$ cat src/logic/itr_pkg.sv
package itr_pkg;
  // register byte offsets on the bus
  localparam logic [7:0] ITR_OFS_CTRL = 8'h00;
  localparam logic [7:0] ITR_OFS_STAT = 8'h04;
  localparam logic [7:0] ITR_OFS_DATA = 8'h08;
  localparam logic [7:0] ITR_OFS_ADDR = 8'h0c;
  localparam logic [7:0] ITR_OFS_SLP  = 8'h10;
  // control register fields
  localparam int ITR_CB_DONE  = 7;
  localparam int ITR_CB_ACK   = 6;
  localparam int ITR_CB_BEGIN = 5;
  localparam int ITR_CB_HALT  = 4;
  localparam int ITR_CB_EN    = 2;
  // own address register fields
  localparam int ITR_AB_GCE   = 0;
  // reset values
  localparam logic [7:0] ITR_CTRL_RST = 8'h00;
  localparam logic [7:0] ITR_ADDR_RST = 8'h00;
  localparam logic [7:0] ITR_DATA_RST = 8'hff;
  // status codes, prescaler bits read zero
  localparam logic [7:0] ITR_ST_IDLE     = 8'hf8;
  localparam logic [7:0] ITR_ST_OWN_W    = 8'h60;
  localparam logic [7:0] ITR_ST_ARB_OWN  = 8'h68;
  localparam logic [7:0] ITR_ST_GC       = 8'h70;
  localparam logic [7:0] ITR_ST_ARB_GC   = 8'h78;
  localparam logic [7:0] ITR_ST_DATA_ACK = 8'h80;
  localparam logic [7:0] ITR_ST_DATA_NAK = 8'h88;
  localparam logic [7:0] ITR_ST_GC_ACK   = 8'h90;
  localparam logic [7:0] ITR_ST_GC_NAK   = 8'h98;
  localparam logic [7:0] ITR_ST_STOP     = 8'ha0;
  localparam logic [6:0] ITR_BCAST_ADDR  = 7'h00;
  // link side state machine
  typedef enum logic [2:0] {
    ITR_LK_IDLE = 3'b000,
    ITR_LK_ADDR = 3'b001,
    ITR_LK_AACK = 3'b010,
    ITR_LK_DATA = 3'b011,
    ITR_LK_DACK = 3'b100,
    ITR_LK_HOLD = 3'b101,
    ITR_LK_SKIP = 3'b110
  } itr_link_state_t;
  // two-wire pin triple
  typedef struct packed {
    logic i;
    logic o;
    logic oe;
  } itr_pin_t;
endpackage

$ cat src/logic/itr_target_rx.sv
`timescale 1ns/1ps
// Notes on behaviour
// - answer only when the top seven own-address bits match the received address, or to an enabled broadcast
// - own-address bit zero enables answering the broadcast address
// - after an address match, write direction receives; read direction is skipped here
// - own write address sets the completion flag with a valid status code
// - status 60 after own write address acknowledged
// - status 68 when addressed after lost arbitration as controller
// - status 70 after broadcast address acknowledged
// - status 78 for broadcast after lost arbitration
// - status 80 after acknowledged own-address data byte, byte readable in data register
// - clearing the flag receives next byte, acked per ack enable
// - status 88 after own-address data byte refused
// - leaving 88 enters not-addressed mode; recognition follows ack enable
// - ack enable cleared mid transfer refuses the next data byte
// - with ack enable zero the own address is not acknowledged
// - in deep sleep with ack enable set, address match still acknowledged, wake requested
// - after a sleep match the clock line is held low until the flag clears
// - data register need not hold the last bus byte after a sleep wake
module itr_target_rx
(
  // clock and reset
  input  wire logic              pclk,
  input  wire logic              presetn,
  // apb slave
  input  wire logic              psel,
  input  wire logic              penable,
  input  wire logic              pwrite,
  input  wire logic [7:0]        paddr,
  input  wire logic [31:0]       pwdata,
  output logic                   pready,
  output logic                   pslverr,
  output logic [31:0]            prdata,
  // two-wire link pins
  input  wire itr_pkg::itr_pin_t scl_pin,
  input  wire itr_pkg::itr_pin_t sda_pin,
  output logic                   scl_o,
  output logic                   scl_oe,
  output logic                   sda_o,
  output logic                   sda_oe,
  // system hooks
  input  wire logic              arb_lost,
  output logic                   wake_req
);
  import itr_pkg::*;

  // pin synchronisers, first stage read only by the second
  logic [1:0] scl_sy_q, sda_sy_q;
  logic       scl_prev_q, sda_prev_q;
  always_ff @(posedge pclk or negedge presetn)
    if (!presetn)
    begin
      scl_sy_q   <= 2'b11;
      sda_sy_q   <= 2'b11;
      scl_prev_q <= 1'b1;
      sda_prev_q <= 1'b1;
    end
    else
    begin
      scl_sy_q   <= {scl_sy_q[0], scl_pin.i};
      sda_sy_q   <= {sda_sy_q[0], sda_pin.i};
      scl_prev_q <= scl_sy_q[1];
      sda_prev_q <= sda_sy_q[1];
    end

  // bus edge and condition detection
  wire scl_s   = scl_sy_q[1];
  wire sda_s   = sda_sy_q[1];
  wire scl_ris = scl_s & ~scl_prev_q;
  wire scl_fal = ~scl_s & scl_prev_q;
  wire start_c = scl_s & scl_prev_q & sda_prev_q & ~sda_s;
  wire stop_c  = scl_s & scl_prev_q & ~sda_prev_q & sda_s;

  // software visible registers, then internal bookkeeping and link state
  logic [7:0] ctrl_q, addr_q, data_q, stat_q;
  logic       sleep_q;
  logic       done_q;
  logic       arb_q;
  logic       gc_q;
  logic       recog_q;
  itr_link_state_t lk_q;
  logic [3:0] bit_q;
  logic [7:0] shf_q;
  logic       ack_q;

  // apb decode
  wire acc     = psel & penable;
  wire wr      = acc & pwrite;
  wire hit_ct  = paddr == ITR_OFS_CTRL;
  wire hit_st  = paddr == ITR_OFS_STAT;
  wire hit_dt  = paddr == ITR_OFS_DATA;
  wire hit_ad  = paddr == ITR_OFS_ADDR;
  wire hit_sl  = paddr == ITR_OFS_SLP;
  wire mapped  = hit_ct | hit_st | hit_dt | hit_ad | hit_sl;
  wire wr_ct   = wr & hit_ct;
  // writing one to the completion flag clears it
  wire flag_clr = wr_ct & pwdata[ITR_CB_DONE];
  wire en       = ctrl_q[ITR_CB_EN];
  wire ack_en   = ctrl_q[ITR_CB_ACK];

  // address recognition
  wire own_hit  = shf_q[7:1] == addr_q[7:1];
  wire gc_hit   = (shf_q[7:1] == ITR_BCAST_ADDR) & addr_q[ITR_AB_GCE];
  wire addr_ok  = en & ack_en & recog_q & (own_hit | gc_hit);
  wire is_write = ~shf_q[0];

  // event from the link to the software side
  logic       ev;
  logic [7:0] ev_code;
  wire  addr_ev = (lk_q == ITR_LK_AACK) & scl_fal & is_write & addr_ok;
  wire  data_ev = (lk_q == ITR_LK_DACK) & scl_fal;
  wire  stop_ev = stop_c & (lk_q == ITR_LK_DATA) & ~done_q;
  wire [7:0] code_addr = gc_hit & ~own_hit ? (arb_q ? ITR_ST_ARB_GC : ITR_ST_GC)
                                           : (arb_q ? ITR_ST_ARB_OWN : ITR_ST_OWN_W);
  wire [7:0] code_data = gc_q ? (ack_q ? ITR_ST_GC_ACK : ITR_ST_GC_NAK)
                              : (ack_q ? ITR_ST_DATA_ACK : ITR_ST_DATA_NAK);
  assign ev      = addr_ev | data_ev | stop_ev;
  assign ev_code = addr_ev ? code_addr : (data_ev ? code_data : ITR_ST_STOP);

  // control register; hardware set of the flag wins over the clear
  always_ff @(posedge pclk or negedge presetn)
    if (!presetn)
      ctrl_q <= ITR_CTRL_RST;
    else if (ev)
      ctrl_q <= (wr_ct ? {1'b0, pwdata[6:0]} : ctrl_q) | 8'h80;
    else if (wr_ct)
      ctrl_q <= {ctrl_q[7] & ~pwdata[7], pwdata[6:0]};
  assign done_q = ctrl_q[ITR_CB_DONE];

  // status, own address, sleep and arbitration bookkeeping
  always_ff @(posedge pclk or negedge presetn)
    if (!presetn)
    begin
      stat_q  <= ITR_ST_IDLE;
      addr_q  <= ITR_ADDR_RST;
      sleep_q <= 1'b0;
      arb_q   <= 1'b0;
    end
    else
    begin
      if (ev)
        stat_q <= ev_code;
      else if (flag_clr && (stat_q == ITR_ST_DATA_NAK || stat_q == ITR_ST_GC_NAK
                            || stat_q == ITR_ST_STOP))
        stat_q <= ITR_ST_IDLE;
      if (wr && hit_ad)
        addr_q <= pwdata[7:0];
      if (wr && hit_sl)
        sleep_q <= pwdata[0];
      else if (addr_ev)
        sleep_q <= 1'b0;
      if (arb_lost)
        arb_q <= 1'b1;
      else if (addr_ev || start_c)
        arb_q <= 1'b0;
    end

  // recognition is dropped on leaving a refused-data state with ack clear
  always_ff @(posedge pclk or negedge presetn)
    if (!presetn)
      recog_q <= 1'b1;
    else if (flag_clr && (stat_q == ITR_ST_DATA_NAK || stat_q == ITR_ST_GC_NAK))
      recog_q <= pwdata[ITR_CB_ACK];
    else if (wr_ct && pwdata[ITR_CB_ACK] && !done_q)
      recog_q <= 1'b1;

  // byte data register, left stale when woken from sleep
  always_ff @(posedge pclk or negedge presetn)
    if (!presetn)
      data_q <= ITR_DATA_RST;
    else if (data_ev)
      data_q <= shf_q;
    else if (wr && hit_dt && !sleep_q)
      data_q <= pwdata[7:0];

  // link state machine
  always_ff @(posedge pclk or negedge presetn)
    if (!presetn)
    begin
      lk_q  <= ITR_LK_IDLE;
      bit_q <= 4'h0;
      shf_q <= 8'h00;
      ack_q <= 1'b0;
      gc_q  <= 1'b0;
    end
    else if (!en || stop_c)
      lk_q <= ITR_LK_IDLE;
    else if (start_c)
    begin
      lk_q  <= ITR_LK_ADDR;
      bit_q <= 4'h0;
    end
    else
      case (lk_q)
        ITR_LK_ADDR, ITR_LK_DATA:
          if (scl_ris && !done_q)
          begin
            shf_q <= {shf_q[6:0], sda_s};
            bit_q <= bit_q + 4'h1;
          end
          else if (scl_fal && bit_q == 4'h8)
          begin
            bit_q <= 4'h0;
            if (lk_q == ITR_LK_ADDR)
            begin
              lk_q <= ITR_LK_AACK;
              gc_q <= gc_hit & ~own_hit;
            end
            else
            begin
              lk_q  <= ITR_LK_DACK;
              ack_q <= ack_en;
            end
          end
        ITR_LK_AACK:
          if (scl_fal)
            lk_q <= addr_ok & is_write ? ITR_LK_HOLD : ITR_LK_SKIP;
        ITR_LK_DACK:
          if (scl_fal)
            lk_q <= ack_q ? ITR_LK_HOLD : ITR_LK_SKIP;
        ITR_LK_HOLD:
          if (!done_q)
            lk_q <= ITR_LK_DATA;
        ITR_LK_SKIP:
          lk_q <= ITR_LK_SKIP;
        default:
          lk_q <= ITR_LK_IDLE;
      endcase

  // pin drivers: ack low during ack slot, clock held while flag set after an acked address or data byte
  wire drv_ack = ((lk_q == ITR_LK_AACK) & addr_ok & is_write)
               | ((lk_q == ITR_LK_DACK) & ack_q);
  wire hold_c  = (lk_q == ITR_LK_HOLD) & done_q;
  always_ff @(posedge pclk or negedge presetn)
    if (!presetn)
    begin
      sda_oe   <= 1'b0;
      scl_oe   <= 1'b0;
      sda_o    <= 1'b0;
      scl_o    <= 1'b0;
      wake_req <= 1'b0;
    end
    else
    begin
      sda_oe   <= drv_ack & ~scl_s | drv_ack & sda_oe;
      scl_oe   <= hold_c;
      sda_o    <= 1'b0;                                                   // open drain, low only
      scl_o    <= 1'b0;
      wake_req <= sleep_q & addr_ev;
    end

  // apb read mux, single-cycle answer
  wire [7:0] rd_sel = hit_ct ? ctrl_q : hit_st ? stat_q : hit_dt ? data_q
                    : hit_ad ? addr_q : {7'h00, sleep_q};
  always_ff @(posedge pclk or negedge presetn)
    if (!presetn)
    begin
      prdata  <= 32'h0;
      pready  <= 1'b0;
      pslverr <= 1'b0;
    end
    else
    begin
      pready  <= psel & ~penable;
      pslverr <= psel & ~penable & ~mapped;
      prdata  <= {24'h0, rd_sel};
    end
endmodule

$ cat config.mk
export PLATFORM = sky130hd
export DESIGN_NAME = itr_target_rx
export DESIGN_NICKNAME = d
export VERILOG_FILES = /design/src/logic/itr_pkg.sv /design/src/logic/itr_target_rx.sv
export SDC_FILE = /design/constraint.sdc
export NUM_CORES = 1
export LEC_CHECK = 0
export BUFFER_PORTS_ARGS = -buffer_cell sky130_fd_sc_hd__buf_2
export CORE_ASPECT_RATIO = 1.25
export CORE_MARGIN = 2
export CORE_UTILIZATION = 40
export DETAILED_ROUTE_END_ITERATION = 16
export GPL_TIMING_DRIVEN = 0
export MAX_ROUTING_LAYER = met4
export PLACE_DENSITY = 0.75
export SLEW_MARGIN = 20
export SYNTH_ARGS = -nofsm -noshare
export SYNTH_HDL_FRONTEND = slang
export SYNTH_SLANG_ARGS = --single-unit
$ cat constraint.sdc
create_clock -name pclk -period 2.4 [get_ports pclk]
set_input_delay 0.6 -clock pclk [delete_from_list [all_inputs] [get_ports pclk]]
set_output_delay 0.6 -clock pclk [all_outputs]
set_load 0.05 [all_outputs]
==> key figures, run 1 <==
Clocking
  • Skew-Pair Late Insertion Delay: 0.35 ns
  • Setup Fix Bufs, Post-CTS: 0
  • TritonCTS Buffers: 9
  • CTS Buffer Depth: 2
  • Hold Buf Count CTS: 0
  • Clk sink count: 68
  • Clock Pin Slew Worst Setup and Hold Paths: 0.08 ns
  • Cts repair resizes: 0
  • CTS H-tree lvls: 3
  • CTS tree: yes
  • Root buf cell: clkbuf_8

Setup path
  • Reg-to-Reg Start: scl_sy_q[1]
  • R2R cell count: 6
  • Endpoint class of the critical path: register
  • Critical path class: reg2reg
  • Worst path required time: 2.64 ns
  • Crit path max fanout: 9
  • Critical Path AT: 2.42 ns
  • Flop-to-flop setup slack: 0.22 ns
  • Max incr delay on CP: 0.52 ns
  • CP Cell Sequence: buf_2 > nand4b_1 > and2_1 > a311oi_4 > o21ai_0 > a22o_1
  • Critical R2R Capture: bit_q[2]
  • Slowest cell on the critical path: dfstp_2
  • CP Launch Type: register

Detailed routing
  • DRC violation count after routing: 0
  • Drt total wl: 7.493 mm
  • Met3 WL: 387 um
  • WL met1: 3.107 mm
  • Initial DRT Pass Iterations: 4
  • Top Metal Used: met4
  • Via count: 2587
  • DR vias/cell: 5.053
  • Final ANT Viol Nets: 0
  • Met2 WL: 3.833 mm
  • Drt first-iter violations: 158
  • WL per Instance: 14.63 um

Global route
  • First-pass GRT wire length: 12.30 mm
  • Grt total ovfl: 0
  • GRT Overall Usage: 17.22%
  • Vias in the first global route: 2557
  • Initial antenna violation count: 0
  • Largest net degree at the start of global routing: 49

Die
  • Io pins: 91
  • Core area: 0.008701 sq mm
  • Number of core rows: 38
  • Die X-Extent: 88.56 um
  • Chip height: 109.7 um
  • Initial core utilization: 41.08%
  • Die ar.: 0.009714 sq mm

Pwr
  • Maximum VDD drop: 415.5 uV
  • Leakage: 2.013 nW
  • Power per cell area: 583.0 mW/mm^2

STA
  • Fin Setup TNS: 0 ns
  • Slew Viols, Final: 0
  • Final Cycle Share: 90.88%
  • Min Clock Period, post-route: 2.181 ns
  • Final setup fails: 0
  • Worst Max-Slew Pin Slew: 0.7418 ns
  • F_max: 458.5 MHz
  • RSZ-0062 raised after global routing: false
  • Slew headroom: 50.28%
  • Fin. Hold Viols: 0
  • Worst Skew: 0.01144 ns
  • Fin Hold WS: 0.1315 ns

Yosys
  • Dominant cell type by area after synthesis: dfrtp_1
  • Synth top area share: 33.60%
  • Synth area leaders: dfrtp_1 34%, dfstp_2 15%, mux2_2 8.5%
  • Post-synth EDFFs: 0
  • Cells after synthesis: 314
  • Most numerous cell in the Yosys netlist: dfrtp_1
  • Synth unique cells: 66
  • Seq/Total Area, Yosys: 48.30%
  • Ys flop type: dfrtp_1
  • FFs w/ async S/R, synth: 100.0%
  • Commonest cells post-synth: 48 x dfrtp_1, 27 x mux2_2, 26 x buf_4
  • Ys Warns: 0
  • FF+latch count, synth: 68
  • Mean post-synth cell area: 11.38 sq um
  • Post-Syn Area: 0.003575 sq mm

Placement
  • Dpl hpwl: 5.619 mm
  • Number of port buffers: 36
  • Global placement routability congestion: 0.8614

Finish
  • Fin nets: 441
  • Util after Layout: 48.81%
  • Layout Area Growth over Synthesis: 18.80%
  • Share of layout cells above drive strength 1: 38.52%
  • Antenna diode count: 0
  • Number of fill cells: 788

Hold path
  • Hold WC Path Type: in2async

Outcome
  • Status: finished clean

Job
  • Max cap viols: 0
cell families (layout without fill, tap and decap cells):
group | after synthesis | count (layout) | share of synthesized area (%)
AOI/OAI and AO/OA | 62 | 62 | 12.78
muxes | 40 | 40 | 13.90
xor gates and xnor gates | 8 | 8 | 1.960
other | 1 | 26 | 0.1049
and+or+nand+nor | 92 | 92 | 14.88
buffers and inverters | 41 | 94 | 7.385
DFF | 68 | 68 | 48.30
adders and majority gates | 2 | 2 | 0.6999
final cells by class:
cell class | count | area, sq um | share of cell area, %
sequential | 68 | 1727 | 40.66
tap | 120 | 150.1 | 3.536
multi-input combinational | 230 | 1678 | 39.51
buffer | 35 | 241.5 | 5.687
timing repair buffer | 37 | 210.2 | 4.950
inverter | 6 | 22.52 | 0.5303
clock buffer | 12 | 145.1 | 3.418
clock inverter | 4 | 72.57 | 1.709
where the power goes:
group,internal [mW],switching (mW),total [mW]
sequential,1.17,0.0108,1.18
combinational,0.0790,0.175,0.254
clock,0.613,0.432,1.04
critical path: cells and delay by family (launching register included):
kind                   cells  cell delay, ns
AOI/OAI and AO/OA          3            0.72
and+or+nand+nor            2            0.63
DFF                        1            0.52
buffers and inverters      1            0.20
stage by stage:
step | area [sq um] | instances | setup slack [ns] | power [mW]
final | 4247 | 512 | 0.2188 | 2.476
after global routing | 4247 | 512 | 0.08953 | 2.551
after CTS | 4247 | 512 | 0.2411 | 2.491
after detailed placement | 4029 | 496 | -0.05232 | 1.452
after global placement | 3999 | 495 | -0.02300 | 1.442
after floorplan | 3669 | 339 | 0.3055 | 1.379
sequential cells by signal (all words and copies together) (netlist names), 2 cells and up:
register and count:
lk_q 3, scl_sy_q 2, data_q 8, addr_q 8, bit_q 4, stat_q 5, sda_sy_q 2, prdata 8
ctrl_q 8, shf_q 8
metal layers:
| metal | vias to the layer above | track usage [%] |
|---|---|---|
| met1 | 1262 | 20.00 |
| met3 | 15 | 3.453 |
| met4 | 0 | 8.442 |
| met5 | - | - |
| met2 | 80 | 28.36 |
| li1 | 1230 | - |
how the worst max path moves through the flow:
stage | startpoint | to | slack, ns | cells after the start
2_1_floorplan | paddr[7] | addr_q[0] | 0.31 | 4
3_3_place_gp | paddr[7] | ctrl_q[4] | -0.02 | 5
3_5_place_dp | paddr[7] | ctrl_q[3] | -0.05 | 5
4_1_cts | scl_sy_q[1] | bit_q[2] | 0.24 | 6
5_1_grt | sda_sy_q[1] | shf_q[1] | 0.09 | 4
6_report | scl_sy_q[1] | bit_q[2] | 0.22 | 6
layout by cell type, fill, tap and decap left out, types with 2 or more instances in the layout:
cell,n
a21boi_0,2
a21o_1,2
a21oi_1,5
a22oi_1,2
a31oi_1,3
and2_1,2
and2_2,5
buf_2,39
buf_4,27
bufinv_16,2
clkbuf_1,6
clkbuf_8,10
conb_1,26
dfrtp_1,48
dfstp_2,20
ha_1,2
inv_1,6
mux2_2,27
mux2i_1,8
mux4_2,5
nand2_1,24
nand2b_1,3
nand3_1,4
nand4_1,3
nand4b_1,3
nor2_1,20
nor2b_1,5
nor3_1,2
nor3_2,2
nor3b_1,2
nor4b_1,2
o211ai_1,2
o21a_1,5
o21ai_0,18
o21ai_1,3
o22a_1,2
o41ai_1,2
or3_1,3
xnor2_1,8
Power figures use the tool's default switching activity.
==> run 2, diff against run 1 <==
--- a/config.mk
+++ b/config.mk
@@ -5,14 +5,14 @@
 export SDC_FILE = /design/constraint.sdc
 export NUM_CORES = 1
 export LEC_CHECK = 0
-export BUFFER_PORTS_ARGS = -buffer_cell sky130_fd_sc_hd__buf_2
 export CORE_ASPECT_RATIO = 1.25
 export CORE_MARGIN = 2
 export CORE_UTILIZATION = 40
 export DETAILED_ROUTE_END_ITERATION = 16
+export DONT_BUFFER_PORTS = 1
 export GPL_TIMING_DRIVEN = 0
 export MAX_ROUTING_LAYER = met4
-export PLACE_DENSITY = 0.75
+export PLACE_DENSITY = 0.66
 export SLEW_MARGIN = 20
 export SYNTH_ARGS = -nofsm -noshare
 export SYNTH_HDL_FRONTEND = slang
==> run 2 against run 1 <==
Combinational power shrank 17%. Power shrank 6.0%. Via count shrank 6.0%. Global-route usage grew 0.93 points. Sequential share of layout area grew 2.1 points. Wire length grew 4.3%. Clock skew shrank 0.0011 ns. Critical path type unchanged. Largest power group unchanged. Highest routed layer unchanged.
==> key figures, run 2 (synthesis gave the netlist of run 1 again) <==
Detailed routing
  • Via count: 2432 (-6.0%)
  • DR vias/cell: 5.109 (+1.1%)
  • Initial DRT Pass Iterations: 4 (unchanged)
  • WL per Instance: 16.42 um (+12%)
  • Drt total wl: 7.814 mm (+4.3%)
  • Drt first-iter violations: 138 (-13%)
  • DRC violation count after routing: 0 (unchanged)
  • Final ANT Viol Nets: 0 (unchanged)

Global route
  • Global route hottest layer: met2
  • First-pass GRT wire length: 12.56 mm (+2.1%)
  • M3 GR Usage: 3.979% (+0.53 points)
  • Initial antenna violation count: 0 (unchanged)
  • GRT Overall Usage: 18.16% (+0.93 points)
  • Grt total ovfl: 0 (unchanged)
  • Largest net degree at the start of global routing: 49 (unchanged)
  • Global-route met1 utilization: 22.22% (+2.2 points)
  • Met2 usage: 28.36% (unchanged)
  • Vias in the first global route: 2396 (-6.3%)

Setup path
  • Endpoint class of the critical path: register
  • Critical Path AT: 2.41 ns (about the same)
  • R2R cell count: 6 (unchanged)
  • CP Launch Type: register
  • Worst path required time: 2.65 ns (about the same)
  • Crit path max fanout: 9 (unchanged)
  • Critical path class: reg2reg

STA
  • Fin. Hold Viols: 0 (unchanged)
  • Worst Max-Slew Pin Slew: 0.7545 ns (+0.01271 ns)
  • RSZ-0062 raised after global routing: false
  • F_max: 463.1 MHz (+1.0%)
  • Final Cycle Share: 89.97% (-0.91 points)
  • Slew headroom: 49.43% (-0.85 points)
  • Final setup fails: 0 (unchanged)
  • Fin Hold WS: 0.08352 ns (-0.04798 ns)
  • Slack of the critical path: 0.2407 ns (+0.02193 ns)
  • Min Clock Period, post-route: 2.159 ns (-0.02193 ns)
  • Worst Skew: 0.01038 ns (-0.001064 ns)
  • Fin Setup TNS: 0 ns (unchanged)
  • Slew Viols, Final: 0 (unchanged)

Clocking
  • Cts repair resizes: 0 (unchanged)
  • CTS tree: yes
  • Skew-Pair Late Insertion Delay: 0.36 ns (about the same)
  • Clk sink count: 68 (unchanged)
  • CTS Buffer Depth: 2 (unchanged)
  • Root buf cell: clkbuf_8
  • TritonCTS Buffers: 9 (unchanged)
  • CTS H-tree lvls: 3 (unchanged)
  • Clock Pin Slew Worst Setup and Hold Paths: 0.07 ns (about the same)

Finish
  • Layout Area Growth over Synthesis: 12.88%
  • Antenna diode count: 0 (unchanged)
  • Most frequent cells in the layout: 48 x dfrtp_1, 27 x mux2_2, 26 x buf_4, 26 x conb_1, 24 x nand2_1
  • Commonest non-fill, non-tap cell in the layout: dfrtp_1
  • Fin nets: 405 (-8.2%)
  • Fin cells: 476 (-7.0%)
  • Share of layout cells above drive strength 1: 32.02% (-6.5 points)
  • Fin area: 0.004035 sq mm (-5.0%)

Die
  • Initial core utilization: 41.08% (unchanged)
  • Die ar.: 0.009714 sq mm (unchanged)
  • Die X-Extent: 88.56 um (unchanged)
  • Io pins: 91 (unchanged)
  • Chip height: 109.7 um (unchanged)
  • Number of core rows: 38 (unchanged)
  • Core area: 0.008701 sq mm (unchanged)

Pwr
  • Psw: 0.5891 mW (-4.6%)
  • Power per cell area: 576.5 mW/mm^2 (-1.1%)
  • Part of the power in the clock network: 40.0% (-2.2 points)
  • Logic pwr share: 9.0% (-1.2 points)
  • Leakage: 1.842 nW (-8.5%)
  • Cell Int Power: 1.737 mW (-6.5%)
  • Maximum VDD drop: 272.6 uV (-34%)
  • Switching Share: 25.33% (+0.38 points)
  • Sequential Power Share: 51.0% (+3.4 points)

Placement
  • Placed Cells: 459 (-7.5%)
  • Dpl hpwl: 5.490 mm (-2.3%)
  • Dpl cell area: 0.003819 sq mm (-5.2%)
  • Global placement routability congestion: 0.8480 (-1.6%)
  • Post-place setup slack: 0.05273 ns (+0.1051 ns)
  • Number of port buffers: 0 (-100%)

Hold path
  • Hold WC Path Type: in2async

Job
  • Max cap viols: 0 (unchanged)

Outcome
  • Status: finished clean
run 2: cell count changes in the layout (fill, tap and decap cells not counted):
cell	change
buf_2	-35
buf_4	-1
bufinv_16	-1
clkbuf_1	+1
clkinv_2	+1
clkinvlp_4	-1
run 2: worst max-delay path, stage by stage (launching register included):
cell      delay, ns
dfstp_2        0.53
buf_2          0.20
nand4b_1       0.31
and2_1         0.30
a311oi_4       0.32
o21ai_0        0.15
a22o_1         0.25
run 2: worst paths after layout:
kind                                to  slack [ns]   startpoint
min                          data_q[7]        0.08      presetn
max reg2reg                   bit_q[2]        0.24  scl_sy_q[1]
max in group asynchronous    prdata[6]        2.09      presetn
min reg2reg                sda_sy_q[1]        0.36  sda_sy_q[0]
min in group pclk          sda_sy_q[0]        0.24   sda_pin[2]
max                           bit_q[2]        0.24  scl_sy_q[1]
run 2: timing repair:
action | CTS | global route
setup buffers | 0 | 0
hold buffers | 1 | 0
hold endpoints to repair | 48 | 0
run 2: layout make-up:
class                           count  area (sq um)
Fill cell                         839          4666
Inverter                            6         22.52
Clock inverter                      3         40.04
Sequential cell                    68          1727
Buffer                             35         241.5
Clock buffer                       13         148.9
Multi-Input combinational cell    230          1678
Timing Repair Buffer                1         27.53
Tap cell                          120         150.1
run 2: metal layers:
layer,wire (um),vias up
li1,-,1158
met1,3414,1203
met2,3895,56
met3,330,15
met4,174,0
met5,0,-
run 2: through the flow:
step | util [%] | total power, mW
2_1_floorplan | - | 1.379
3_3_place_gp | 43.89 | 1.393
3_5_place_dp | 43.89 | 1.395
4_1_cts | 46.38 | 2.351
5_1_grt | 46.38 | 2.420
6_report | 46.38 | 2.326
run 2: power groups by stage:
| stage | Clock (mW) | Sequential (mW) | Combinational, mW |
|---|---|---|---|
| after floorplan | 0 | 1.20 | 0.176 |
| after global placement | 0 | 1.21 | 0.187 |
| after detailed placement | 0 | 1.21 | 0.188 |
| after CTS | 0.955 | 1.19 | 0.210 |
| after global routing | 1.01 | 1.19 | 0.226 |
| final | 0.930 | 1.19 | 0.210 |
